===== config.mk =====
export PLATFORM = sky130hd
export DESIGN_NAME = pgc_top
export DESIGN_NICKNAME = d
export VERILOG_FILES = /design/src/verilog/pgc_pkg.sv /design/src/verilog/pgc_top.sv
export SDC_FILE = /design/constraint.sdc
export NUM_CORES = 1
export LEC_CHECK = 0
export ABC_AREA = 1
export BUFFER_PORTS_ARGS = -buffer_cell sky130_fd_sc_hd__buf_2
export CAP_MARGIN = 20
export CORE_MARGIN = 1
export CORE_UTILIZATION = 50
export DETAILED_ROUTE_END_ITERATION = 7
export PLACE_DENSITY = 0.67
export SYNTH_ARGS = -nofsm -noshare
export SYNTH_HDL_FRONTEND = slang
export SYNTH_SLANG_ARGS = --single-unit

===== constraint.sdc =====
create_clock -name aclk -period 3.4 [get_ports aclk]
set_clock_uncertainty 0.2 [all_clocks]
set_input_delay 1.02 -clock aclk [delete_from_list [all_inputs] [get_ports aclk]]
set_output_delay 1.02 -clock aclk [all_outputs]
set_load 0.01 [all_outputs]

===== src/verilog/pgc_pkg.sv =====
// shared constants for the packet generator and frame checker
package pgc_pkg;
    // register indices; byte address is four times the index
    localparam logic [5:0] PGC_IDX_GEN_CTRL = 6'h10;
    localparam logic [5:0] PGC_IDX_RX_COUNTS = 6'h11;
    localparam logic [5:0] PGC_IDX_CHK_CTRL = 6'h12;
    localparam logic [5:0] PGC_IDX_GAP = 6'h13;
    localparam logic [5:0] PGC_IDX_IRQ_STATUS = 6'h14;
    localparam logic [5:0] PGC_IDX_IRQ_MASK = 6'h15;
    // generator control fields
    localparam int PGC_GEN_BURST_LSB = 8;
    localparam int PGC_GEN_EN_LSB = 5;
    localparam int PGC_GEN_TRIG_BIT = 4;
    localparam int PGC_GEN_SELFCLR_BIT = 3;
    localparam int PGC_GEN_PAYLOAD_BIT = 2;
    localparam int PGC_GEN_LEN_BIT = 1;
    localparam int PGC_GEN_ERR_BIT = 0;
    localparam int PGC_CHK_CLR_BIT = 4;
    // interface codes shared by generator enable and checker source
    localparam logic [2:0] PGC_PORT_OFF = 3'h0;
    localparam logic [2:0] PGC_PORT_COPPER = 3'h2;
    localparam logic [2:0] PGC_PORT_SGMII = 3'h4;
    localparam logic [2:0] PGC_PORT_RGMII = 3'h6;
    // reset values
    localparam logic [15:0] PGC_GEN_CTRL_RST = 16'h0000;
    localparam logic [2:0] PGC_CHK_SRC_RST = 3'h0;
    localparam logic [7:0] PGC_GAP_RST = 8'h0c;
    localparam logic [2:0] PGC_IRQ_MASK_RST = 3'h0;
    // frame lengths in bytes, frame check sequence included
    localparam logic [10:0] PGC_LEN_SHORT = 11'h040;
    localparam logic [10:0] PGC_LEN_LONG = 11'h5ee;
    localparam logic [10:0] PGC_FCS_BYTES = 11'h004;
    localparam logic [7:0] PGC_PAT_A = 8'h5a;
    localparam logic [7:0] PGC_PAT_B = 8'ha5;
    localparam logic [15:0] PGC_PRBS_SEED = 16'hace1;
    localparam logic [31:0] PGC_CRC_INIT = 32'hffffffff;
    localparam logic [31:0] PGC_CRC_POLY = 32'hedb88320;
    localparam logic [31:0] PGC_CRC_RESIDUE = 32'hdebb20e3;
    localparam logic [1:0] PGC_RESP_OKAY = 2'h0;
    localparam logic [1:0] PGC_RESP_SLVERR = 2'h2;

    typedef enum logic [2:0] {
        PGC_ST_IDLE = 3'b001,
        PGC_ST_FRAME = 3'b010,
        PGC_ST_GAP = 3'b100
    } pgc_state_t;

    // reflected crc-32, one byte, no final inversion
    function automatic logic [31:0] pgc_crc_byte(input logic [31:0] crc,
                                                 input logic [7:0] data);
        logic [31:0] c;
        c = crc ^ {24'h000000, data};
        for (int i = 0; i < 8; i++)
        begin
            c = c[0] ? ((c >> 1) ^ PGC_CRC_POLY) : (c >> 1);
        end
        return c;
    endfunction : pgc_crc_byte

    function automatic logic pgc_port_ok(input logic [2:0] code);
        return code == PGC_PORT_COPPER || code == PGC_PORT_SGMII ||
               code == PGC_PORT_RGMII;
    endfunction : pgc_port_ok
endpackage : pgc_pkg


===== src/verilog/pgc_top.sv =====
// test frame generator and crc frame checker with axi4-lite registers
// Behaviour
// - burst zero continuous, else exactly that many
// - enable code picks copper, sgmii or rgmii
// - trigger valid: enable, self-clear, burst nonzero
// - trigger reads one done, zero transmitting
// - writing zero while one restarts burst
// - trigger writes ignored while transmitting
// - self-clear zero clears enable after burst
// - self-clear one keeps enable after burst
// - payload pseudo-random or 5a/a5 pattern
// - length select gives 64 or 1518 bytes
// - error bit sends bad crc and symbol error
// - saturating eight-bit received packet counter
// - saturating eight-bit crc error counter
// - counter reset clears both, self-clears
// - source code off, copper, sgmii or rgmii
// - gap is programmed value plus one byte
//
// Local design decision: register access over AXI4-Lite.
`timescale 1ns/10ps
module pgc_top
    import pgc_pkg::*;
#(
    parameter int ADDR_W = 8
)(
    input wire logic aclk,
    input wire logic aresetn,
    input wire logic [ADDR_W-1:0] s_axi_awaddr,
    input wire logic s_axi_awvalid,
    output logic s_axi_awready,
    input wire logic [31:0] s_axi_wdata,
    input wire logic [3:0] s_axi_wstrb,
    input wire logic s_axi_wvalid,
    output logic s_axi_wready,
    output logic [1:0] s_axi_bresp,
    output logic s_axi_bvalid,
    input wire logic s_axi_bready,
    input wire logic [ADDR_W-1:0] s_axi_araddr,
    input wire logic s_axi_arvalid,
    output logic s_axi_arready,
    output logic [31:0] s_axi_rdata,
    output logic [1:0] s_axi_rresp,
    output logic s_axi_rvalid,
    input wire logic s_axi_rready,
    output logic irq,
    output logic [7:0] gen_data,
    output logic gen_copper_valid,
    output logic gen_sgmii_valid,
    output logic gen_rgmii_valid,
    output logic gen_symbol_error,
    input wire logic [7:0] rx_copper_data,
    input wire logic rx_copper_valid,
    input wire logic rx_copper_error,
    input wire logic [7:0] rx_sgmii_data,
    input wire logic rx_sgmii_valid,
    input wire logic rx_sgmii_error,
    input wire logic [7:0] rx_rgmii_data,
    input wire logic rx_rgmii_valid,
    input wire logic rx_rgmii_error
);
    // register state
    logic [7:0] burst;
    logic [2:0] gen_en;
    logic trig_done;
    logic self_clr;
    logic pay_sel;
    logic len_sel;
    logic err_inj;
    logic [2:0] chk_src;
    logic cnt_clr;
    logic [7:0] gap_len;
    logic [7:0] pkt_cnt;
    logic [7:0] crc_err_cnt;
    logic [2:0] irq_status;
    logic [2:0] irq_mask;

    // bus slave state
    logic aw_held;
    logic w_held;
    logic [5:0] aw_idx;
    logic [31:0] w_data;
    logic [3:0] w_strb;
    logic wr_fire;
    logic [15:0] wr_val;
    logic [15:0] gen_ctrl_rd;
    logic [15:0] rd_word;
    logic rd_hit;
    logic wr_hit;

    // generator state
    pgc_state_t state;
    logic [10:0] byte_idx;
    logic [7:0] gap_cnt;
    logic [7:0] sent_cnt;
    logic [31:0] tx_crc;
    logic [15:0] prbs;
    logic pat_phase;
    logic [10:0] frame_len;
    logic [10:0] pay_len;
    logic [7:0] cur_byte;
    logic [31:0] fcs;
    logic [1:0] fcs_sel;
    logic trig_valid;
    logic wr_gen;
    logic start;
    logic frame_last;
    logic burst_end;
    logic ev_done;
    logic [2:0] tx_port;

    // checker state
    logic [7:0] rx_data;
    logic rx_valid;
    logic rx_error;
    logic rx_valid_d;
    logic [31:0] rx_crc;
    logic rx_bad;
    logic [31:0] rx_crc_next;
    logic rx_end;
    logic rx_end_bad;
    logic chk_clear;

    // write channel: address and data are taken in either order
    assign s_axi_awready = !aw_held;
    assign s_axi_wready = !w_held;
    assign wr_fire = aw_held && w_held && !s_axi_bvalid;

    always_ff @(posedge aclk)
    begin
        if (!aresetn)
        begin
            aw_held <= 1'b0;
            aw_idx <= 6'h00;
        end
        else if (s_axi_awvalid && !aw_held)
        begin
            aw_held <= 1'b1;
            aw_idx <= s_axi_awaddr[7:2];
        end
        else if (wr_fire)
        begin
            aw_held <= 1'b0;
        end
    end

    always_ff @(posedge aclk)
    begin
        if (!aresetn)
        begin
            w_held <= 1'b0;
            w_data <= 32'h00000000;
            w_strb <= 4'h0;
        end
        else if (s_axi_wvalid && !w_held)
        begin
            w_held <= 1'b1;
            w_data <= s_axi_wdata;
            w_strb <= s_axi_wstrb;
        end
        else if (wr_fire)
        begin
            w_held <= 1'b0;
        end
    end

    assign wr_hit = aw_idx inside {PGC_IDX_GEN_CTRL, PGC_IDX_RX_COUNTS,
                                   PGC_IDX_CHK_CTRL, PGC_IDX_GAP,
                                   PGC_IDX_IRQ_STATUS, PGC_IDX_IRQ_MASK};

    always_ff @(posedge aclk)
    begin
        if (!aresetn)
        begin
            s_axi_bvalid <= 1'b0;
            s_axi_bresp <= PGC_RESP_OKAY;
        end
        else if (wr_fire)
        begin
            s_axi_bvalid <= 1'b1;
            s_axi_bresp <= wr_hit ? PGC_RESP_OKAY : PGC_RESP_SLVERR;
        end
        else if (s_axi_bready)
        begin
            s_axi_bvalid <= 1'b0;
        end
    end

    // byte lanes merge into the current value of the addressed register
    always_comb
    begin
        wr_val = rd_word;
        if (w_strb[0])
        begin
            wr_val[7:0] = w_data[7:0];
        end
        if (w_strb[1])
        begin
            wr_val[15:8] = w_data[15:8];
        end
    end

    // read channel
    assign s_axi_arready = !s_axi_rvalid && !wr_fire;
    assign gen_ctrl_rd = {burst, gen_en, trig_done, self_clr, pay_sel,
                          len_sel, err_inj};

    always_comb
    begin
        rd_hit = 1'b1;
        case (wr_fire ? aw_idx : s_axi_araddr[7:2])
            PGC_IDX_GEN_CTRL: rd_word = gen_ctrl_rd;
            PGC_IDX_RX_COUNTS: rd_word = {pkt_cnt, crc_err_cnt};
            PGC_IDX_CHK_CTRL: rd_word = {11'h000, cnt_clr, 1'b0, chk_src};
            PGC_IDX_GAP: rd_word = {8'h00, gap_len};
            PGC_IDX_IRQ_STATUS: rd_word = {13'h0000, irq_status};
            PGC_IDX_IRQ_MASK: rd_word = {13'h0000, irq_mask};
            default:
            begin
                rd_word = 16'h0000;
                rd_hit = 1'b0;
            end
        endcase
    end

    // a read waits one cycle while a write fires, so rd_word is shared
    always_ff @(posedge aclk)
    begin
        if (!aresetn)
        begin
            s_axi_rvalid <= 1'b0;
            s_axi_rdata <= 32'h00000000;
            s_axi_rresp <= PGC_RESP_OKAY;
        end
        else if (s_axi_arvalid && !s_axi_rvalid && !wr_fire)
        begin
            s_axi_rvalid <= 1'b1;
            s_axi_rdata <= {16'h0000, rd_word};
            s_axi_rresp <= rd_hit ? PGC_RESP_OKAY : PGC_RESP_SLVERR;
        end
        else if (s_axi_rready)
        begin
            s_axi_rvalid <= 1'b0;
        end
    end

    // generator control decode
    assign wr_gen = wr_fire && aw_idx == PGC_IDX_GEN_CTRL;
    assign trig_valid = gen_en != PGC_PORT_OFF && self_clr &&
                        burst != 8'h00;
    // a fresh enable or a restart from the done state begins a burst
    assign start = wr_gen && pgc_port_ok(wr_val[PGC_GEN_EN_LSB +: 3]) &&
                   (state == PGC_ST_IDLE) &&
                   (gen_en == PGC_PORT_OFF || (trig_valid && trig_done &&
                    !wr_val[PGC_GEN_TRIG_BIT]));
    assign frame_last = state == PGC_ST_FRAME && byte_idx == frame_len - 11'h1;
    assign burst_end = frame_last && burst != 8'h00 &&
                       sent_cnt + 8'h01 == burst;
    assign ev_done = burst_end;

    always_ff @(posedge aclk)
    begin
        if (!aresetn)
        begin
            burst <= PGC_GEN_CTRL_RST[15:8];
            gen_en <= PGC_GEN_CTRL_RST[7:5];
            self_clr <= PGC_GEN_CTRL_RST[PGC_GEN_SELFCLR_BIT];
            pay_sel <= PGC_GEN_CTRL_RST[PGC_GEN_PAYLOAD_BIT];
            len_sel <= PGC_GEN_CTRL_RST[PGC_GEN_LEN_BIT];
            err_inj <= PGC_GEN_CTRL_RST[PGC_GEN_ERR_BIT];
        end
        else
        begin
            if (wr_gen)
            begin
                burst <= wr_val[PGC_GEN_BURST_LSB +: 8];
                gen_en <= wr_val[PGC_GEN_EN_LSB +: 3];
                self_clr <= wr_val[PGC_GEN_SELFCLR_BIT];
                pay_sel <= wr_val[PGC_GEN_PAYLOAD_BIT];
                len_sel <= wr_val[PGC_GEN_LEN_BIT];
                err_inj <= wr_val[PGC_GEN_ERR_BIT];
            end
            else if (burst_end && !self_clr)
            begin
                gen_en <= PGC_PORT_OFF;
            end
            // self_clr high: gen_en is left as written
        end
    end

    // trigger bit is status only; software writes never store it
    always_ff @(posedge aclk)
    begin
        if (!aresetn)
        begin
            trig_done <= PGC_GEN_CTRL_RST[PGC_GEN_TRIG_BIT];
        end
        else if (start)
        begin
            trig_done <= 1'b0;
        end
        else if (burst_end)
        begin
            trig_done <= 1'b1;
        end
    end

    // frame sequencer
    assign frame_len = len_sel ? PGC_LEN_LONG : PGC_LEN_SHORT;
    assign pay_len = frame_len - PGC_FCS_BYTES;
    assign fcs_sel = 2'(byte_idx - pay_len);
    // a flipped fcs bit makes the crc bad on purpose
    assign fcs = ~tx_crc ^ {31'h00000000, err_inj};

    always_comb
    begin
        if (byte_idx < pay_len)
        begin
            cur_byte = pay_sel ? (pat_phase ? PGC_PAT_B : PGC_PAT_A)
                               : prbs[7:0];
        end
        else
        begin
            cur_byte = fcs[8*fcs_sel +: 8];
        end
    end

    always_ff @(posedge aclk)
    begin
        if (!aresetn)
        begin
            state <= PGC_ST_IDLE;
            byte_idx <= 11'h000;
            gap_cnt <= 8'h00;
            sent_cnt <= 8'h00;
            tx_port <= PGC_PORT_OFF;
        end
        else
        begin
            case (state)
                PGC_ST_IDLE:
                begin
                    byte_idx <= 11'h000;
                    sent_cnt <= 8'h00;
                    if (start)
                    begin
                        state <= PGC_ST_FRAME;
                        tx_port <= wr_val[PGC_GEN_EN_LSB +: 3];
                    end
                end
                PGC_ST_FRAME:
                begin
                    byte_idx <= byte_idx + 11'h1;
                    if (frame_last)
                    begin
                        byte_idx <= 11'h000;
                        sent_cnt <= sent_cnt + 8'h01;
                        gap_cnt <= gap_len;
                        state <= burst_end ? PGC_ST_IDLE : PGC_ST_GAP;
                    end
                end
                PGC_ST_GAP:
                begin
                    gap_cnt <= gap_cnt - 8'h01;
                    if (gap_cnt == 8'h00)
                    begin
                        tx_port <= gen_en;
                        // clearing the enable ends a continuous run here
                        state <= pgc_port_ok(gen_en) ? PGC_ST_FRAME
                                                      : PGC_ST_IDLE;
                    end
                end
                default:
                begin
                    state <= PGC_ST_IDLE;
                end
            endcase
        end
    end

    // payload sources and transmit crc advance once per payload byte
    always_ff @(posedge aclk)
    begin
        if (!aresetn)
        begin
            tx_crc <= PGC_CRC_INIT;
            prbs <= PGC_PRBS_SEED;
            pat_phase <= 1'b0;
        end
        else if (state != PGC_ST_FRAME)
        begin
            tx_crc <= PGC_CRC_INIT;
            pat_phase <= 1'b0;
        end
        else if (byte_idx < pay_len)
        begin
            tx_crc <= pgc_crc_byte(tx_crc, cur_byte);
            prbs <= {prbs[14:0], prbs[15] ^ prbs[13] ^ prbs[12] ^ prbs[10]};
            pat_phase <= !pat_phase;
        end
    end

    // registered byte stream toward the chosen interface
    always_ff @(posedge aclk)
    begin
        if (!aresetn)
        begin
            gen_data <= 8'h00;
            gen_copper_valid <= 1'b0;
            gen_sgmii_valid <= 1'b0;
            gen_rgmii_valid <= 1'b0;
            gen_symbol_error <= 1'b0;
        end
        else
        begin
            gen_data <= state == PGC_ST_FRAME ? cur_byte : 8'h00;
            gen_copper_valid <= state == PGC_ST_FRAME &&
                                tx_port == PGC_PORT_COPPER;
            gen_sgmii_valid <= state == PGC_ST_FRAME &&
                               tx_port == PGC_PORT_SGMII;
            gen_rgmii_valid <= state == PGC_ST_FRAME &&
                               tx_port == PGC_PORT_RGMII;
            gen_symbol_error <= state == PGC_ST_FRAME && err_inj &&
                                byte_idx == pay_len;
        end
    end

    // checker control, gap and mask registers
    always_ff @(posedge aclk)
    begin
        if (!aresetn)
        begin
            chk_src <= PGC_CHK_SRC_RST;
            cnt_clr <= 1'b0;
            gap_len <= PGC_GAP_RST;
            irq_mask <= PGC_IRQ_MASK_RST;
        end
        else
        begin
            cnt_clr <= 1'b0;
            if (wr_fire && aw_idx == PGC_IDX_CHK_CTRL)
            begin
                chk_src <= wr_val[2:0];
                cnt_clr <= wr_val[PGC_CHK_CLR_BIT];
            end
            if (wr_fire && aw_idx == PGC_IDX_GAP)
            begin
                gap_len <= wr_val[7:0];
            end
            if (wr_fire && aw_idx == PGC_IDX_IRQ_MASK)
            begin
                irq_mask <= wr_val[2:0];
            end
        end
    end

    // checker source select; reserved codes see an idle line
    always_comb
    begin
        case (chk_src)
            PGC_PORT_COPPER:
            begin
                rx_data = rx_copper_data;
                rx_valid = rx_copper_valid;
                rx_error = rx_copper_error;
            end
            PGC_PORT_SGMII:
            begin
                rx_data = rx_sgmii_data;
                rx_valid = rx_sgmii_valid;
                rx_error = rx_sgmii_error;
            end
            PGC_PORT_RGMII:
            begin
                rx_data = rx_rgmii_data;
                rx_valid = rx_rgmii_valid;
                rx_error = rx_rgmii_error;
            end
            default:
            begin
                rx_data = 8'h00;
                rx_valid = 1'b0;
                rx_error = 1'b0;
            end
        endcase
    end

    assign rx_crc_next = pgc_crc_byte(rx_valid_d ? rx_crc : PGC_CRC_INIT,
                                      rx_data);
    assign rx_end = rx_valid_d && !rx_valid;
    assign rx_end_bad = rx_end && (rx_bad || rx_crc != PGC_CRC_RESIDUE);
    // source off holds the checker in reset
    assign chk_clear = chk_src == PGC_PORT_OFF || cnt_clr;

    always_ff @(posedge aclk)
    begin
        if (!aresetn)
        begin
            rx_valid_d <= 1'b0;
            rx_crc <= PGC_CRC_INIT;
            rx_bad <= 1'b0;
        end
        else
        begin
            rx_valid_d <= rx_valid;
            if (rx_valid)
            begin
                rx_crc <= rx_crc_next;
                rx_bad <= (rx_valid_d && rx_bad) || rx_error;
            end
        end
    end

    // counters stop at all ones rather than wrapping
    always_ff @(posedge aclk)
    begin
        if (!aresetn)
        begin
            pkt_cnt <= 8'h00;
            crc_err_cnt <= 8'h00;
        end
        else if (chk_clear)
        begin
            pkt_cnt <= 8'h00;
            crc_err_cnt <= 8'h00;
        end
        else
        begin
            if (rx_end && pkt_cnt != 8'hff)
            begin
                pkt_cnt <= pkt_cnt + 8'h01;
            end
            if (rx_end_bad && crc_err_cnt != 8'hff)
            begin
                crc_err_cnt <= crc_err_cnt + 8'h01;
            end
        end
    end

    // sticky events: a new event beats a write-one-to-clear
    always_ff @(posedge aclk)
    begin
        if (!aresetn)
        begin
            irq_status <= 3'h0;
        end
        else
        begin
            irq_status <= (irq_status & ~((wr_fire &&
                          aw_idx == PGC_IDX_IRQ_STATUS) ? wr_val[2:0] : 3'h0))
                          | {rx_end_bad && !chk_clear, rx_end && !chk_clear,
                             ev_done};
        end
    end

    assign irq = |(irq_status & irq_mask);
endmodule : pgc_top


# Yosys cells after proc, flatten, opt, wreduce, memory -nomap -nowiden

Index checks and enable logic that the tools add are counted.

Output and inout port bits: 54
Latch bits: 0
Register bits after elaboration: 226
Memory bits (writable): 0
Memory bits (read-only): 0
Input port bits: 89
Memories kept: 0

Multipliers: 0
Bitwise gates (word level): 29
Reductions and logical operators: 79
Add/sub/neg operators: 8
Muxes and demuxes: 56
Eq/ne operators: 37
Div/mod/pow operators: 0
Shift operators: 1
$lt $le $gt $ge: 1

Operators by type and width:

| kind                    | count |
|---|---|
| $mux W32                | 17 |
| $not A13 Y14            | 16 |
| $pmux W16 S6            | 1 |
| $eq A6 B5 Y1 const B    | 12 |
| $xor A32 B8 Y32         | 2 |
| $mux W8                 | 7 |
| $logic_and A1 B1 Y1     | 35 |
| $ne A32 B32 Y1 const B  | 1 |
| $not A32 Y32            | 1 |
| $pmux W8 S2             | 2 |
| $shiftx A32 B6 Y8       | 1 |
| $xor A32 B1 Y32         | 1 |
| $eq A3 B3 Y1 const B    | 9 |
| $mux W3                 | 9 |
| $add A8 B1 Y8 const B   | 3 |
| $pmux W8 S3             | 1 |
| $eq A11 B11 Y1          | 2 |
| $mux W11                | 2 |
| $pmux W11 S2            | 1 |
| $ne A8 B8 Y1 const B    | 2 |
| $reduce_bool A2 Y1      | 8 |
| $eq A3 B2 Y1 const B    | 5 |
| $add A11 B1 Y11 const B | 1 |
| $lt A11 B11 Y1          | 1 |
| other kinds (31)        | 71 |

# Longest topological paths before layout

Word-level depth: 22
Depth in mapped cells: 21

# Worst setup path before layout

No wires, ideal clock.

Path type: input to register
Start point: input port s_axi_araddr[6]
End point: register state[2]
Arrival time: 2.358 ns
Slack: 0.727 ns
Cell stages on the path: 15
Cell sequence: inv_1 -> nor2_1 -> o21ai_0 -> nor2_1 -> nand2_1 -> inv_1 -> nand2_1 -> nand4_2 -> nand3_1 -> nand2_1 -> nand3_2 -> nand2_1 -> nand3_1 -> nand2_1 -> nor2_1

Cells in the longest elaborated chain, start to end: 12
Elaborated cells between the ends (all ways): 22
Classes of those cells: eq/ne (10); mux (3); reduce/logical (9)

RTL lines:

| item                                                | RTL line       | text |
|---|---|---|
| start, declared                                     | pgc_top.sv:39  | `input wire logic [ADDR_W-1:0] s_axi_araddr,` |
| $mux W6 *                                           | pgc_top.sv:211 | `case (wr_fire ? aw_idx : s_axi_araddr[7:2])` |
| $eq A6 B5 Y1                                        | pgc_top.sv:211 |  |
| $pmux W16 S6 *                                      | pgc_top.sv:211 |  |
| $mux W8 *                                           | pgc_top.sv:193 | `if (w_strb[0])` |
| $eq A3 B2 Y1 / $eq A3 B3 Y1 (equally long branches) | pgc_pkg.sv:61  | `return code == PGC_PORT_COPPER \|\| code == PGC_PORT_SGMII \|\|` |
| $logic_or A1 B1 Y1 (2 in a row)                     | pgc_pkg.sv:61  |  |
| $logic_and A1 B1 Y1 (2 in a row)                    | pgc_top.sv:252 | `assign start = wr_gen && pgc_port_ok(wr_val[PGC_GEN_EN_LSB +: 3]) &&` |
| $logic_and A1 B1 Y1 *                               | pgc_top.sv:253 | `(state == PGC_ST_IDLE) &&` |
| $ne A2 B2 Y1 (no line) *                            | --             |  |
| $reduce_and A3 Y1 (no line) *                       | --             |  |
| end signal, assigned                                | pgc_top.sv:359 | `state <= burst_end ? PGC_ST_IDLE : PGC_ST_GAP;` |
| end signal, assigned                                | pgc_top.sv:369 | `state <= pgc_port_ok(gen_en) ? PGC_ST_FRAME` |
| end, declared                                       | pgc_top.sv:92  | `pgc_state_t state;` |

Mark *: on every way between the ends. The rest lies on a longest branch, timed or not.
A chain may end at the register's enable or synchronous reset.

# Worst setup path after layout

Start point: register len_sel
End point: register tx_crc[13]

Cells in the longest elaborated chain, start to end: 16
Elaborated cells between the ends (all ways): 17
Classes of those cells: add/sub (2); order compare (1); shift (1); mux (10); bitwise (3)

RTL lines:

| item                   | RTL line       | text |
|---|---|---|
| start, declared        | pgc_top.sv:68  | `logic len_sel;` |
| start signal, assigned | pgc_top.sv:269 | `len_sel <= PGC_GEN_CTRL_RST[PGC_GEN_LEN_BIT];` |
| start signal, assigned | pgc_top.sv:280 | `len_sel <= wr_val[PGC_GEN_LEN_BIT];` |
| $mux W11 *             | pgc_top.sv:309 | `assign frame_len = len_sel ? PGC_LEN_LONG : PGC_LEN_SHORT;` |
| $sub A11 B3 Y11 *      | pgc_top.sv:310 | `assign pay_len = frame_len - PGC_FCS_BYTES;` |
| $sub A2 B2 Y2          | pgc_top.sv:311 | `assign fcs_sel = 2'(byte_idx - pay_len);` |
| $shiftx A32 B6 Y8      | pgc_top.sv:324 | `cur_byte = fcs[8*fcs_sel +: 8];` |
| $mux W8                | pgc_top.sv:317 | `if (byte_idx < pay_len)` |
| $xor A32 B8 Y32        | pgc_pkg.sv:52  | `c = crc ^ {24'h000000, data};` |
| $mux W32               | pgc_pkg.sv:55  | `c = c[0] ? ((c >> 1) ^ PGC_CRC_POLY) : (c >> 1);` |
| $not A13 Y14 (no line) | --             |  |
| $mux W32 (4 in a row)  | pgc_pkg.sv:55  |  |
| $not A13 Y14 (no line) | --             |  |
| $mux W32 (3 in a row)  | pgc_pkg.sv:55  |  |
| end signal, assigned   | pgc_top.sv:397 | `tx_crc <= pgc_crc_byte(tx_crc, cur_byte);` |
| end, declared          | pgc_top.sv:96  | `logic [31:0] tx_crc;` |

Marks and branches as above.

==> flow_metrics.tcl <==
set metrics [dict create \
    clk_pin_slew_worst_paths_ns 0.06 \
    hold_path_depth 1 \
    synth-async-reset-ratio 0 \
    port_buffer_cells 102 \
    clk_latency_ns 0.54 \
    final.setup.tns_ns 0 \
    finalInstanceArea_um2 14560 \
    firstDrtPassIters 6 \
    yosys.area_share.simple 0.2929 \
    synth_top_flop_cell "dfxtp_1" \
    number_of_rows_in_the_core_area 57 \
    synth-seq-cells 224 \
    synth-compound-area-share 0.1817 \
    grtUsageTotal 0.2639 \
    root_buffer "clkbuf_16" \
    first_pass_grt_wire_length_mm 56.60 \
    drt_iter0_drc 964 \
    report.final.slew_viol_count 0 \
    slew_headroom 0.3780 \
    synth_warnings 0 \
    timing.reg2reg.setup_slack_ns 0.32 \
    crit_required_ns 3.63 \
    hold_class "reg -> reg" \
    worst_setup_path_end_kind "flop" \
    routed_via_density 5.420 \
    worstPathMaxFanout 13 \
    syn-instance-count 1859 \
    timing.critical_path.arrival_ns 3.31 \
    detail_route.wl_per_cell_um 14.95 \
    clock_sink_count 224 \
    synth_top_area_cell "dfxtp_1" \
    initial_utilization 0.5143 \
    post_synth_fa_ha_maj_area_fraction 0.01285 \
    hpwlAfterDp_mm 24.22 \
    totalWireLength_mm 34.40 \
    die-area_um2 25950 \
    worst_setup_path_startpoint "len_sel$_SDFFE_PN0P_" \
    status "completed" \
    fraction_of_synthesized_area_in_multiplexers 0 \
    max_capacitance_violation_count 0 \
    num_io_pins 143 \
    critical_path.reg2reg.startpoint "len_sel$_SDFFE_PN0P_" \
    post-layout-total-power_mw 7.850 \
    syn_area_per_cell_um2 6.807 \
    insertedDiodeCount 0 \
    reg2reg_depth 18 \
    cts-buffers-inserted 27 \
    power_density_nw_per_um2 539.2 \
    globalRouteOverflowTotal 0 \
    setup.worst_path.start_class "flop" \
    layout-drive-gt1-share 0.1396 \
    synth_enable_flop_cells 0 \
    synth_commonest_cells "nand2_1, dfxtp_1, inv_1" \
    cts-root-to-sink-buffers 3 \
    grt_max_degree 88 \
    syn_area_um2 12650 \
    timing.final.crit_period_ns 3.081 \
    flow.area_growth_from_synthesis_pct 15.06 \
    critical_path.reg2reg.endpoint "tx_crc[13]$_SDFFE_PN1P_" \
    tightestPinTransition_ns 0.9330 \
    drc 0 \
    yosys.cell_types.count 56 \
    die-width_um 161.1 \
    setup-violations-final 0 \
    place.gp.congestion 0.9250 \
    holdPathEnd "gen_copper_valid$_SDFF_PN0_" \
    first_global_vias 11570 \
    final.fill_count 2375 \
    core_region_area_um2 24600 \
    min_period_over_period 0.9062 \
    number_of_antenna_violations_at_the_first_check_in_global_routing 0 \
    cts.htree.levels 1 \
    netlist.area_leader.share 0.3544 \
    layout.nets 2058 \
    total_leakage_power_nw 6.511 \
    part_of_the_yosys_area_used_for_sequential_elements 0.3544 \
    cts_tree "done" \
    unrepaired_setup_endpoints_after_global_routing "false" \
    yosys.area_share.xor_xnor 0.06466 \
    worstHoldStart "tx_port[2]$_SDFFE_PN0P_" \
    fmax_mhz 324.6 \
    vdd_ir_drop_max_mv 0.3953 \
    place_area_um2 13470 \
    dr_total_vias 12470 \
    criticalPathCategory "reg -> reg" \
    synth_top_family_by_area "simple AND/OR/NAND/NOR gates" \
    finalHoldViolations 0 \
    yosys-top-cells-area "dfxtp_1, nand2_1, a21oi_1" \
    hold_buffers 0 \
    floorplan.die.height_um 161.1 \
    final_antenna_net_count 0 \
    most_numerous_cell_in_the_yosys_netlist "nand2_1" \
]
==> per-stage QoR <==
step	util	worst slack, ns	hold slack (ns)	std cells
floorplan	-	0.7274	0.2210	1876
finish	0.5918	0.3188	0.2472	2301
global placement	0.5476	0.1845	0.2372	2249
detailed placement	0.5476	0.1021	0.2367	2249
CTS	0.5901	0.08512	0.2489	2299
global route	0.5918	0.04670	0.2605	2301
==> where the power goes <==
part	switching (mW)	leakage, nW	internal, mW	total (mW)
sequential	0.0830	1.82	2.76	2.84
combinational	1.10	4.19	0.530	1.63
clock	1.21	0.497	2.16	3.38
==> layout by cell type, fill, tap and decap left out, drive strengths merged, types with 4 or more instances in the layout <==
cell        n
nand3b      6
bufinv      9
clkinvlp    5
nand2     433
nand4      26
o21ai     157
nor4        8
dfxtp     224
a21oi     183
clkbuf     29
xnor2      28
ha         13
or2        15
a31oi       4
nor2      175
clkinv      9
nor3       21
o22ai      14
a221oi     13
inv       202
xor2       53
nand3     149
conb       18
buf       133
o211ai     29
==> critical path, cell delays in order, from the launching register on <==
cell and delay, ns:
dfxtp_2 0.37, inv_2 0.08, ha_1 0.29, nand2_1 0.10, nor2_1 0.04, o21ai_0 0.13
nand2_1 0.10, inv_2 0.14, buf_4 0.22, nand3b_1 0.16, nand3_1 0.18, nand2_4 0.13
nand2_1 0.09, nand2_1 0.15, nand2_1 0.10, nand2_1 0.12, or2_1 0.23, nand3_1 0.06
nand2_1 0.06
==> registers in the layout (all words and copies together) (netlist names), 6 cells and up <==
signal,cells
gap_cnt,8
w_data,16
s_axi_rdata,16
burst,8
sent_cnt,8
byte_idx,11
prbs,16
tx_crc,32
gen_data,8
pkt_cnt,8
crc_err_cnt,8
gap_len,8
rx_crc,32
aw_idx,6
==> layout make-up <==
| class | instances | area (um^2) | share of cell area |
|---|---|---|---|
| clock buffers | 29 | 693.2 | 0.04761 |
| multi-input cells | 1366 | 7101 | 0.4877 |
| inverters | 204 | 765.7 | 0.05259 |
| repair buffers | 133 | 755.7 | 0.05190 |
| clock inverters | 21 | 354.1 | 0.02432 |
| well taps | 324 | 405.4 | 0.02784 |
| flip-flops and latches | 224 | 4486 | 0.3081 |
==> worst max path at each step <==
stage / endpoint / slack [ns] / cells after the start
after floorplan: state[2]$_SDFFE_PN0P_ / 0.73 / 15
after global placement: tx_crc[13]$_SDFFE_PN1P_ / 0.18 / 18
after detailed placement: tx_crc[13]$_SDFFE_PN1P_ / 0.10 / 18
final: tx_crc[13]$_SDFFE_PN1P_ / 0.32 / 18
after global routing: tx_crc[23]$_SDFFE_PN1P_ / 0.05 / 19
after CTS: tx_crc[13]$_SDFFE_PN1P_ / 0.09 / 18
==> kinds of logic (layout without fill, tap and decap cells) <==
| kind of cell | count (synthesis) | count (layout) |
|---|---|---|
| buf+inv | 288 | 387 |
| simple gates | 835 | 837 |
| xor+xnor | 81 | 81 |
| compound gates | 417 | 417 |
| other cells | 1 | 18 |
| flops | 224 | 224 |
| fa+ha+maj | 13 | 13 |
==> metal layers <==
metal | vias up | track usage | part of all wire
li1 | 6307 | - | -
met1 | 5764 | 0.3635 | 0.47
met2 | 346 | 0.4367 | 0.45
met3 | 55 | 0.03030 | 0.055
met4 | 0 | 0.07033 | 0.020
met5 | - | 0 | 0
==> timing repair <==
action / in CTS / in global routing
gates resized for setup: 0 / 10
buffers inserted: 0 / 0
endpoints found under the setup margin: 0 / 18
No activity file was read; power rests on OpenSTA's default activity.
